### config.mk
export PLATFORM = sky130hd
export DESIGN_NAME = interrupt_vector_table_select
export DESIGN_NICKNAME = d
export VERILOG_FILES = /design/src/rtl/vector_select_pkg.sv /design/src/rtl/interrupt_vector_table_select.sv /design/src/rtl/irq_priority_pick.sv
export SDC_FILE = /design/constraint.sdc
export NUM_CORES = 1
export LEC_CHECK = 0
export BUFFER_PORTS_ARGS = -buffer_cell sky130_fd_sc_hd__buf_2
export CAP_MARGIN = 20
export CORE_MARGIN = 2
export CORE_UTILIZATION = 41
export DETAILED_ROUTE_END_ITERATION = 8
export GPL_TIMING_DRIVEN = 0
export PLACE_DENSITY = 0.84
export SLEW_MARGIN = 20
export SYNTH_ARGS = -nofsm -noshare
export SYNTH_HDL_FRONTEND = slang
export SYNTH_SLANG_ARGS = --single-unit
### constraint.sdc
create_clock -name clk_in -period 2.6 [get_ports clk_in]
set_clock_uncertainty 0.2 [all_clocks]
set_input_delay 0.13 -clock clk_in [delete_from_list [all_inputs] [get_ports clk_in]]
set_output_delay 0.13 -clock clk_in [all_outputs]
set_load 0.1 [all_outputs]
### src/rtl/vector_select_pkg.sv
/*
  Constants for the vector table select block: table layout, trap
  slots, control and configuration bit positions, widths.
  Assumes a core with a 24-bit program address space.
*/
package vector_select_pkg;

  // Address and field widths
  localparam int unsigned ADDR_W      = 24;
  localparam int unsigned LIMIT_W     = 13;
  localparam int unsigned IRQ_W       = 7;
  localparam int unsigned TRAP_W      = 3;
  localparam int unsigned CTRL_W      = 16;

  // Control and configuration bit positions
  localparam int unsigned ALT_ENABLE_BIT  = 8;
  localparam int unsigned CFG_PERMIT_BIT  = 15;

  // Table layout
  localparam logic [23:0] RESET_JUMP_ADDR   = 24'h000000;
  localparam logic [23:0] RESET_TARGET_ADDR = 24'h000002;
  localparam logic [23:0] TRAP_BASE_OFFSET  = 24'h000004;
  localparam logic [23:0] TRAP_LAST_OFFSET  = 24'h000012;
  localparam logic [23:0] IRQ_BASE_OFFSET   = 24'h000014;
  localparam logic [23:0] IRQ_LAST_OFFSET   = 24'h0000fe;
  localparam logic [23:0] PAGE_SIZE         = 24'h000800;
  localparam logic [6:0]  IRQ_LAST          = 7'h75;

  // Trap numbers in natural priority order
  localparam logic [2:0] TRAP_OSC_FAIL   = 3'h0;
  localparam logic [2:0] TRAP_ADDR_ERR   = 3'h1;
  localparam logic [2:0] TRAP_HARD_ERR   = 3'h2;
  localparam logic [2:0] TRAP_STACK_ERR  = 3'h3;
  localparam logic [2:0] TRAP_MATH_ERR   = 3'h4;
  localparam logic [2:0] TRAP_RSVD_A     = 3'h5;
  localparam logic [2:0] TRAP_SOFT_ERR   = 3'h6;
  localparam logic [2:0] TRAP_RSVD_B     = 3'h7;

  // Fetch request kinds
  typedef enum logic [1:0] {
    KIND_TRAP,
    KIND_IRQ
  } fetch_kind_t;

endpackage

### src/rtl/interrupt_vector_table_select.sv
/*
  Vector address generator: picks the default or alternate table and
  turns a trap, or the highest natural-priority interrupt request, into
  the program-memory address of its vector. The handler address read
  from that location is loaded by this block as the new program counter.
  Assumes the core holds the request inputs steady until accepted, and
  that control and configuration words arrive as plain input levels.
*/
`timescale 1ns/1ps

// Summary of operation
// - Enabled alternate table redirects trap and interrupt vectors; reset still starts at zero
// - Alternate needs boot segment, permit, enable
// - Alternate base is (limit minus one) times 0x800
// - Both tables share identical offset layout
// - Reset clears state, program counter starts zero
// - Reset jump and target occupy lowest words
// - Eight trap slots from 0x04 to 0x12
// - Interrupts 0..117 follow; lower address higher priority
// - Vector holds 24-bit handler start address
module interrupt_vector_table_select #(
  parameter int unsigned NUM_IRQ = 118,
  parameter logic [117:0] IRQ_IMPLEMENTED = {118{1'b1}}
) (
  input  wire logic                 clk_in,
  input  wire logic                 reset_n_in,
  input  wire logic [15:0]          interrupt_control_two_in,
  input  wire logic [15:0]          security_config_word_in,
  input  wire logic                 boot_segment_defined_in,
  input  wire logic [12:0]          boot_segment_limit_in,
  input  wire logic                 trap_req_in,
  input  wire logic [2:0]           trap_num_in,
  input  wire logic [NUM_IRQ-1:0]   irq_pending_in,
  input  wire logic                 fetch_ready_in,
  input  wire logic [23:0]          handler_addr_in,
  input  wire logic                 handler_valid_in,
  output logic                      fetch_valid_out,
  output logic [23:0]               fetch_addr_out,
  output logic [6:0]                fetch_irq_out,
  output logic                      fetch_is_trap_out,
  output logic                      alt_table_active_out,
  output logic [23:0]               alt_table_base_out,
  output logic                      pc_load_out,
  output logic [23:0]               program_counter_out
);

  // Refuse a build whose request count does not match the fixed
  // table layout; the vector offsets below assume 118 slots
  initial begin
    if (NUM_IRQ != 118) begin
      $error("interrupt_vector_table_select: table layout holds 118 interrupts");
    end
  end

  ////////////////////////////////////////////////////////////////////////////
  // Table selection

  logic        alt_table_enable;        // Runtime enable from control word
  logic        alt_table_config_permit; // Permit from configuration word
  logic [23:0] table_base;              // Base of selected table

  assign alt_table_enable        =
    interrupt_control_two_in[vector_select_pkg::ALT_ENABLE_BIT];
  assign alt_table_config_permit =
    security_config_word_in[vector_select_pkg::CFG_PERMIT_BIT];

  // A zero limit would wrap the base below zero, so treat it as undefined
  logic segment_ok;
  assign segment_ok = boot_segment_defined_in && (boot_segment_limit_in != 13'h0000);

  // Base is the start of the last boot segment page
  logic [23:0] alt_base;
  assign alt_base = 24'(({11'h000, boot_segment_limit_in} - 24'h000001)
                    * vector_select_pkg::PAGE_SIZE);

  // All three gates must be open; any one closed falls back to the
  // default table at address zero
  logic alt_use;
  assign alt_use = segment_ok && alt_table_config_permit && alt_table_enable;
  assign table_base = alt_use ? alt_base : 24'h000000;

  ////////////////////////////////////////////////////////////////////////////
  // Request arbitration

  logic [NUM_IRQ-1:0] irq_live;    // Requests on implemented slots only
  logic               irq_any;     // Some implemented request pending
  logic [6:0]         irq_win;     // Highest natural priority request

  // The picker is a plain priority chain; a tree would be faster,
  // but the chain keeps the lowest-index-wins order easy to follow
  // Reserved request numbers never reach the picker
  assign irq_live = irq_pending_in & IRQ_IMPLEMENTED[NUM_IRQ-1:0];

  irq_priority_pick #(
    .NUM   (NUM_IRQ),
    .IDX_W (7)
  ) u_pick (
    .pending_in (irq_live),
    .any_out    (irq_any),
    .index_out  (irq_win)
  );

  // Reserved trap slots produce no fetch
  logic trap_live;
  assign trap_live = trap_req_in
                  && (trap_num_in != vector_select_pkg::TRAP_RSVD_A)
                  && (trap_num_in != vector_select_pkg::TRAP_RSVD_B);

  // Slots are two words apart, for traps and interrupts alike
  // Offsets within a table, identical for both tables
  logic [23:0] trap_offset;
  logic [23:0] irq_offset;
  assign trap_offset = vector_select_pkg::TRAP_BASE_OFFSET
                     + {20'h00000, trap_num_in, 1'b0};
  assign irq_offset  = vector_select_pkg::IRQ_BASE_OFFSET
                     + {16'h0000, irq_win, 1'b0};

  ////////////////////////////////////////////////////////////////////////////
  // Fetch sequencer

  // One fetch is in flight at a time: IDLE takes a request, FETCH
  // offers the vector address until the core accepts it, LOAD waits
  // for the handler address read from that vector location.
  // Requests arriving outside IDLE wait; the core holds them.
  typedef enum logic [1:0] {
    ST_IDLE,
    ST_FETCH,
    ST_LOAD
  } seq_state_t;

  seq_state_t state;      // Current sequencer step
  seq_state_t next_state; // Step after the coming edge

  // Next step; every branch names a successor so no latch is
  // inferred and a corrupted state falls back to idle
  always_comb begin
    next_state = state;
    case (state)
      ST_IDLE: begin
        // Wait for a live trap or an implemented request
        if (trap_live || irq_any) begin
          next_state = ST_FETCH;
        end
      end
      ST_FETCH: begin
        // Address stays offered until the core takes it
        if (fetch_ready_in) begin
          next_state = ST_LOAD;
        end
      end
      ST_LOAD: begin
        // Handler address arrives from the vector location
        if (handler_valid_in) begin
          next_state = ST_IDLE;
        end
      end
      default: begin
        // Unreachable encoding: recover to idle
        next_state = ST_IDLE;
      end
    endcase
  end

  // State register; reset returns to idle with nothing in flight
  always_ff @(posedge clk_in or negedge reset_n_in) begin
    if (!reset_n_in) begin
      state <= ST_IDLE;
    end else begin
      state <= next_state;
    end
  end

  // Capture the fetch address; traps outrank every interrupt
  always_ff @(posedge clk_in or negedge reset_n_in) begin
    if (!reset_n_in) begin
      fetch_addr_out    <= vector_select_pkg::RESET_JUMP_ADDR;
      fetch_irq_out     <= 7'h00;
      fetch_is_trap_out <= 1'b0;
    end else if (state == ST_IDLE) begin
      if (trap_live) begin
        fetch_addr_out    <= table_base + trap_offset;
        fetch_is_trap_out <= 1'b1;
        fetch_irq_out     <= 7'h00;
      end else if (irq_any) begin
        fetch_addr_out    <= table_base + irq_offset;
        fetch_is_trap_out <= 1'b0;
        fetch_irq_out     <= irq_win;
      end
    end
  end

  // Offered straight from the state, so the core sees it the cycle
  // after the request is taken, with the address already registered
  assign fetch_valid_out = (state == ST_FETCH);

  // The program counter moves only here; reset puts it at zero
  // Handler address becomes the new program counter
  always_ff @(posedge clk_in or negedge reset_n_in) begin
    if (!reset_n_in) begin
      program_counter_out <= vector_select_pkg::RESET_JUMP_ADDR;
      pc_load_out         <= 1'b0;
    end else begin
      pc_load_out <= (state == ST_LOAD) && handler_valid_in;
      if ((state == ST_LOAD) && handler_valid_in) begin
        program_counter_out <= handler_addr_in;
      end
    end
  end

  // The base is shown even while the alternate table is off, so it
  // can be inspected; it wraps to the top page when the limit is zero
  // Visible table selection status, registered
  always_ff @(posedge clk_in or negedge reset_n_in) begin
    if (!reset_n_in) begin
      alt_table_active_out <= 1'b0;
      alt_table_base_out   <= 24'h000000;
    end else begin
      alt_table_active_out <= alt_use;
      alt_table_base_out   <= alt_base;
    end
  end

endmodule

### src/rtl/irq_priority_pick.sv
/*
  Fixed natural-priority picker: lowest-numbered active request wins.
  Assumes the pending vector is already masked by enables.
*/
`timescale 1ns/1ps
module irq_priority_pick #(
  parameter int unsigned NUM   = 118,
  parameter int unsigned IDX_W = 7
) (
  input  wire logic [NUM-1:0]   pending_in,
  output logic                  any_out,
  output logic [IDX_W-1:0]      index_out
);

  initial begin
    if (NUM < 1 || NUM > (1 << IDX_W)) begin
      $error("irq_priority_pick: NUM does not fit IDX_W");
    end
  end

  // Scan from the top down so the lowest index is the last to win
  always_comb begin
    any_out   = 1'b0;
    index_out = '0;
    for (int i = NUM - 1; i >= 0; i--) begin
      if (pending_in[i]) begin
        any_out   = 1'b1;
        index_out = IDX_W'(i);
      end
    end
  end

endmodule

---- Word-level counts from Yosys, hierarchy flattened ----
Cells that the tools add are included.
W data, S select, Z words.
word-level totals
  register bits after elaboration ......... 73
cells by class
  mux-type cells .......................... 247
  reductions and logical operators ........ 12
  add/subtract/negate cells ............... 5
  eq/ne operators ......................... 7
operators by type and width
  operator                 number
  $mux W7                  120
  $mux W1                  120
  $mux W24                 3
  $add A24 B5 Y24          1
  $add A24 B9 Y24          1
  $reduce_bool A13 Y1      1
  $sub A13 B1 Y13 const B  1
  $add A5 B8 Y9 const A    1
  $logic_and A1 B1 Y1      6
  $mux W2                  3
  $ne A2 B2 Y1 const B     3
  $ne A3 B3 Y1 const B     2
  $pmux W2 S3              1
  $add A3 B4 Y5 const A    1
  $reduce_and A3 Y1        1
  $eq A2 B1 Y1 const B     1
  $eq A2 B2 Y1 const B     1
  $logic_not A2 Y1         1
  $reduce_and A2 Y1        1
  $reduce_bool A2 Y1       1
  $logic_or A1 B1 Y1       1

---- Depth between registers and ports, before layout ----
  depth after elaboration ................. 122
  depth in mapped cells ................... 12

---- Cells and area by module ----
A second synthesis with hierarchy kept.
second synthesis, totals
  cells, all modules ...................... 558
  area total of the unflattened synthesis .. 4525.6 um2
modules (own cells, without submodules)
  module                         cells an instance  instances  sequential area each (um2)  area an instance (um2)
  interrupt_vector_table_select  286                1          1751.7                      2935.3
  irq_priority_pick              272                1          0.0                         1590.3

---- Worst setup path after synthesis ----
Ideal clock, no wire load.
  path type ............................... in2reg
  start ................................... input port irq_pending_in[95]
  end ..................................... register fetch_addr_out[6]
  required time ........................... 2.305 ns
  cell stages on the path ................. 12
  arrival ................................. 2.374 ns
  buffers on the path ..................... 0
  setup slack ............................. -0.070 ns
  cells stage by stage .................... or4_1 or3_1 a31oi_1 o2111ai_1 a311oi_2 nor2_1 o21a_1 ha_1 inv_1 a211oi_1 xnor2_1 o31ai_1
on the way
  cells in the longest elaborated chain, start to end .. 100
  elaborated cells between the ends (all ways) .. 198
  those cells by class .................... add/sub (2); mux (194); reduce/logical (2)
ends and longest elaborated chain
  element                 line                                  RTL
  start: declaration      interrupt_vector_table_select.sv:33   input wire logic [NUM_IRQ-1:0] irq_pending_in,
  $mux W7 (96 in series)  irq_priority_pick.sv:26               if (pending_in[i]) begin
  $add A5 B8 Y9           interrupt_vector_table_select.sv:116  + {16'h0000, irq_win, 1'b0};
  $add A24 B9 Y24         interrupt_vector_table_select.sv:185  fetch_addr_out <= table_base + irq_offset;
  $mux W24                interrupt_vector_table_select.sv:184  end else if (irq_any) begin
  $mux W24                interrupt_vector_table_select.sv:180  if (trap_live) begin
  end signal: assignment  interrupt_vector_table_select.sv:176  fetch_addr_out <= vector_select_pkg::RESET_JUMP_ADDR;
  end signal: assignment  interrupt_vector_table_select.sv:181  fetch_addr_out <= table_base + trap_offset;
  end signal: assignment  interrupt_vector_table_select.sv:185
  end: declaration        interrupt_vector_table_select.sv:38   output logic [23:0] fetch_addr_out,
Parallel ways exist; a longest one is shown, timed or not. The select of a mux whose other input is x is not followed.
A chain may end at the register's enable or synchronous reset.

---- Final worst setup path ----
  start ................................... input port irq_pending_in[95]
  end ..................................... register fetch_addr_out[8]
The elaborated chain is that of the path after synthesis.

==> results.sh <==
export IMPL_viasPerCell=5.34
export IMPL_drt_antenna_violating_nets=0
export IMPL_drive_gt1_frac=0.342
export IMPL_fin_crit_sh=1.06
export IMPL_r2r_cells=5
export IMPL_final_nets=1090
export IMPL_peakVddDrop_uv=950
export IMPL_min_from="trap_num_in[2]"
export IMPL_synth_edf_count=0
export IMPL_hold_depth=4
export IMPL_final_area_um2=6780
export IMPL_io_pins=279
export IMPL_gp_congestion=0.950
export IMPL_hold_viol_final=1
export IMPL_fmax_mhz=362
export IMPL_syn_avg_cell_area_um2=7.82
export IMPL_hold_end="fetch_addr_out[3]"
export IMPL_cts_sinks=70
export IMPL_grt_usage=0.253
export IMPL_worst_pin_slew_ps=661
export IMPL_period_minus_slack_ps=2760
export IMPL_status="finished with violations"
export IMPL_p_int_w=0.00260
export IMPL_fin_ws_ps=-159
export IMPL_required_ps=2630
export IMPL_relSlewSlack=0.548
export IMPL_drt_total_wl_mm=15.3
export IMPL_numCtsBuffers=9
export IMPL_critical_path_buf_inv_count=3
export IMPL_htreeDepth=3
export IMPL_met3WireLength_mm=1.17
export IMPL_cts_tree="done"
export IMPL_p_sw_frac=0.577
export IMPL_ys_seq_area_frac=0.388
export IMPL_cp_cell_sequence="buf_8 -> or4_4 -> or3_4 -> a31oi_4 -> o2111ai_2 -> a311oi_2 -> nor2_1 -> o21a_1 -> ha_2 -> inv_2 -> a211oi_4 -> buf_4 -> a32o_1"
export IMPL_antenna_found_initial=0
export IMPL_antenna_cells=0
export IMPL_clkTransAtPathRegs_ps=80
export IMPL_grt_pass1_wl_mm=23.9
export IMPL_wl_per_cell_um=14.8
export IMPL_routedLengthMet1_mm=5.85
export IMPL_grt_max_degree=40
export IMPL_power_frac_comb=0.591
export IMPL_p_leak_nw=3.35
export IMPL_rsz0062_at_grt="true"
export IMPL_start_util=0.419
export IMPL_violations="hold timing, setup timing"
export IMPL_setup_violations=3
export IMPL_p_sw_w=0.00355
export IMPL_via_count=5523
export IMPL_first_iter_violations=289
export IMPL_p_clk_frac=0.159
export IMPL_cp_top_family="compound AO/OA/AOI/OAI gates"
export IMPL_met2_length_mm=7.89
export IMPL_overflow=0
export IMPL_setup_tns_final_ps=-329
export IMPL_fp_dieArea_um2=11900
export IMPL_io_buffers=234
export IMPL_reg2reg_slack_ps=430
export IMPL_timing_rr_start="state[1]"
export IMPL_ys_seq_elements=70
export IMPL_clockRootBuffer="clkbuf_8"
export IMPL_fin_total_pwr_w=0.00615
export IMPL_drt_drc_violations_left=0
export IMPL_sequentialPowerShare=0.250
export IMPL_synthArstFlopShare=1.00
export IMPL_first_global_vias=5229
export IMPL_utilization=0.628
export IMPL_path_depth=13
export IMPL_whs_ps=-1.13
export IMPL_hpwl_mm=11.6
export IMPL_crit_path_start_kind="primary input"
export IMPL_core_um2=10800
export IMPL_synthDistinctLibCells=60
export IMPL_netlist_area_um2=4520
export IMPL_die_w_um=109
export IMPL_arrival_ps=2780
export IMPL_hold_path_class="primary input to flip-flop"
export IMPL_syn_inst=578
export IMPL_clkLatencyLatePin_ps=330
export IMPL_rows=38
export IMPL_path_max_fanout=2
export IMPL_cp_end_kind="flip-flop"
export IMPL_ys_warn_count=0
export IMPL_power_density_nw_per_um2=908
export IMPL_top_layer="met4"
export IMPL_die_height_um=109
export IMPL_critical_path_class="primary input to flip-flop"
export IMPL_drt_pass1_iterations=5
export IMPL_area_growth_pct=50.0
export IMPL_cts_path_max_buffers=2
export IMPL_slowest_delay_ps=520
export IMPL_synthFlopType="dfrtp_1"
export IMPL_cap_violations=0
export IMPL_r2r_end="fetch_addr_out[1]"
export IMPL_dpl_instance_area_um2=5940
export IMPL_crit_slowest_cell="or4_4"
export IMPL_drv_slew=0
## power by group through the flow
stage               Clock (W)  Sequential, W  Combinational (W)
floorplan                   0        0.00356           0.000781
global placement            0        0.00154            0.00351
detailed placement          0        0.00155            0.00355
CTS                   0.00100        0.00153            0.00361
global route          0.00105        0.00157            0.00380
finish               0.000982        0.00154            0.00364
## tightest hold or removal path: cells and delay by family
family | cells | cell delay [ps]
AOI/OAI and AO/OA | 1 | 100
adders and majority gates | 1 | 110
muxes | 1 | 60
buffers and inverters | 1 | 90
## synth_stat cells (all sizes together), types with 2 or more instances
| cell | count | area, µm² |
|---|---|---|
| nand2 | 126 | 473 |
| dfrtp | 70 | 1750 |
| nor2 | 51 | 191 |
| nor4 | 47 | 300 |
| o21ai | 39 | 195 |
| inv | 31 | 116 |
| a21oi | 30 | 154 |
| nor3 | 24 | 120 |
| buf | 21 | 158 |
| o31ai | 12 | 90.1 |
| nand3 | 10 | 50.1 |
| or4 | 10 | 82.6 |
| or3 | 8 | 50.1 |
| xnor2 | 7 | 61.3 |
| nand4 | 6 | 37.5 |
| o21bai | 6 | 45.0 |
| a211oi | 5 | 37.5 |
| a31oi | 5 | 31.3 |
| nand2b | 5 | 31.3 |
| xor2 | 5 | 43.8 |
| a2111oi | 4 | 41.3 |
| clkbuf | 4 | 15.0 |
| o211ai | 4 | 30.0 |
| o311ai | 4 | 35.0 |
| or2 | 4 | 25.0 |
| a21o | 3 | 22.5 |
| a31o | 3 | 26.3 |
| ha | 3 | 37.5 |
| nor2b | 3 | 18.8 |
| o31a | 3 | 26.3 |
| a311oi | 2 | 23.8 |
| and2 | 2 | 12.5 |
| and3 | 2 | 12.5 |
| mux2 | 2 | 22.5 |
| mux2i | 2 | 20.0 |
| o211a | 2 | 20.0 |
## layer usage
layer	up-vias	track usage
met4	0	0.0980
met2	218	0.476
li1	2696	-
met5	-	0
met3	34	0.0634
met1	2575	0.270
## placed cells by master, fill, tap and decap left out, drive strengths merged, types with 4 or more instances in the layout
| master | instances |
|---|---|
| buf | 262 |
| nand2 | 126 |
| dfrtp | 70 |
| nor2 | 51 |
| dlygate4sd3 | 48 |
| nor4 | 47 |
| o21ai | 39 |
| inv | 33 |
| a21oi | 30 |
| nor3 | 24 |
| conb | 14 |
| clkbuf | 14 |
| o31ai | 12 |
| nand3 | 10 |
| or4 | 10 |
| or3 | 8 |
| xnor2 | 7 |
| nand4 | 6 |
| o21bai | 6 |
| nand2b | 5 |
| xor2 | 5 |
| a211oi | 5 |
| a31oi | 5 |
| o211ai | 4 |
| or2 | 4 |
| a2111oi | 4 |
| o311ai | 4 |
## per-stage QoR
stage / setup WS (ps) / instances
2_1_floorplan: -30.0 / 591
3_3_place_gp: -505 / 965
3_5_place_dp: -507 / 966
4_1_cts: -115 / 1033
5_1_grt: -262 / 1035
6_report: -159 / 1035
## logic make-up (layout without fill, tap and decap cells)
logic type               after synthesis  after routing  share of synthesized area
other                                  1             14                   0.000830
AND/OR/NAND/NOR                      300            300                      0.315
flip-flops                            70             70                      0.388
adder cells (fa/ha/maj)                3              3                    0.00831
AO/OA/AOI/OAI                        131            131                      0.191
multiplexers                           4              4                    0.00941
buffers and inverters                 57            361                     0.0648
XOR/XNOR                              12             12                     0.0233
## timing repair
action / in CTS / in global routing
endpoints found under the hold margin: 124 / 0
buffers inserted: 4 / 4
endpoints found under the setup margin: 3 / 31
hold buffers: 48 / 0
gates resized for setup: 8 / 14
pin swaps: 2 / 2
## final cells by class
| cell class | count | area (µm²) |
|---|---|---|
| Multi-Input combinational cell | 464 | 2600 |
| Clock buffer | 10 | 138 |
| Inverter | 32 | 120 |
| Buffer | 25 | 173 |
| Fill cell | 958 | 4010 |
| Clock inverter | 5 | 82.6 |
| Tap cell | 140 | 175 |
| Timing Repair Buffer | 289 | 1740 |
| Sequential cell | 70 | 1750 |
## sequential cells by signal, indices dropped and copies added (netlist names)
name,count
program_counter_out,24
state,2
alt_table_active_out,1
pc_load_out,1
fetch_is_trap_out,1
alt_table_base_out,13
fetch_addr_out,21
fetch_irq_out,7
## worst max path at each step
| stage | to | slack [ps] | start |
|---|---|---|---|
| 2_1_floorplan | fetch_addr_out[6] | -30 | irq_pending_in[95] |
| 6_report | fetch_addr_out[8] | -160 | irq_pending_in[95] |
| 3_3_place_gp | fetch_addr_out[6] | -500 | irq_pending_in[95] |
| 4_1_cts | fetch_addr_out[6] | -110 | irq_pending_in[95] |
| 3_5_place_dp | fetch_addr_out[6] | -510 | irq_pending_in[95] |
| 5_1_grt | fetch_addr_out[6] | -260 | irq_pending_in[95] |
No activity file was read; power rests on OpenSTA's default activity.
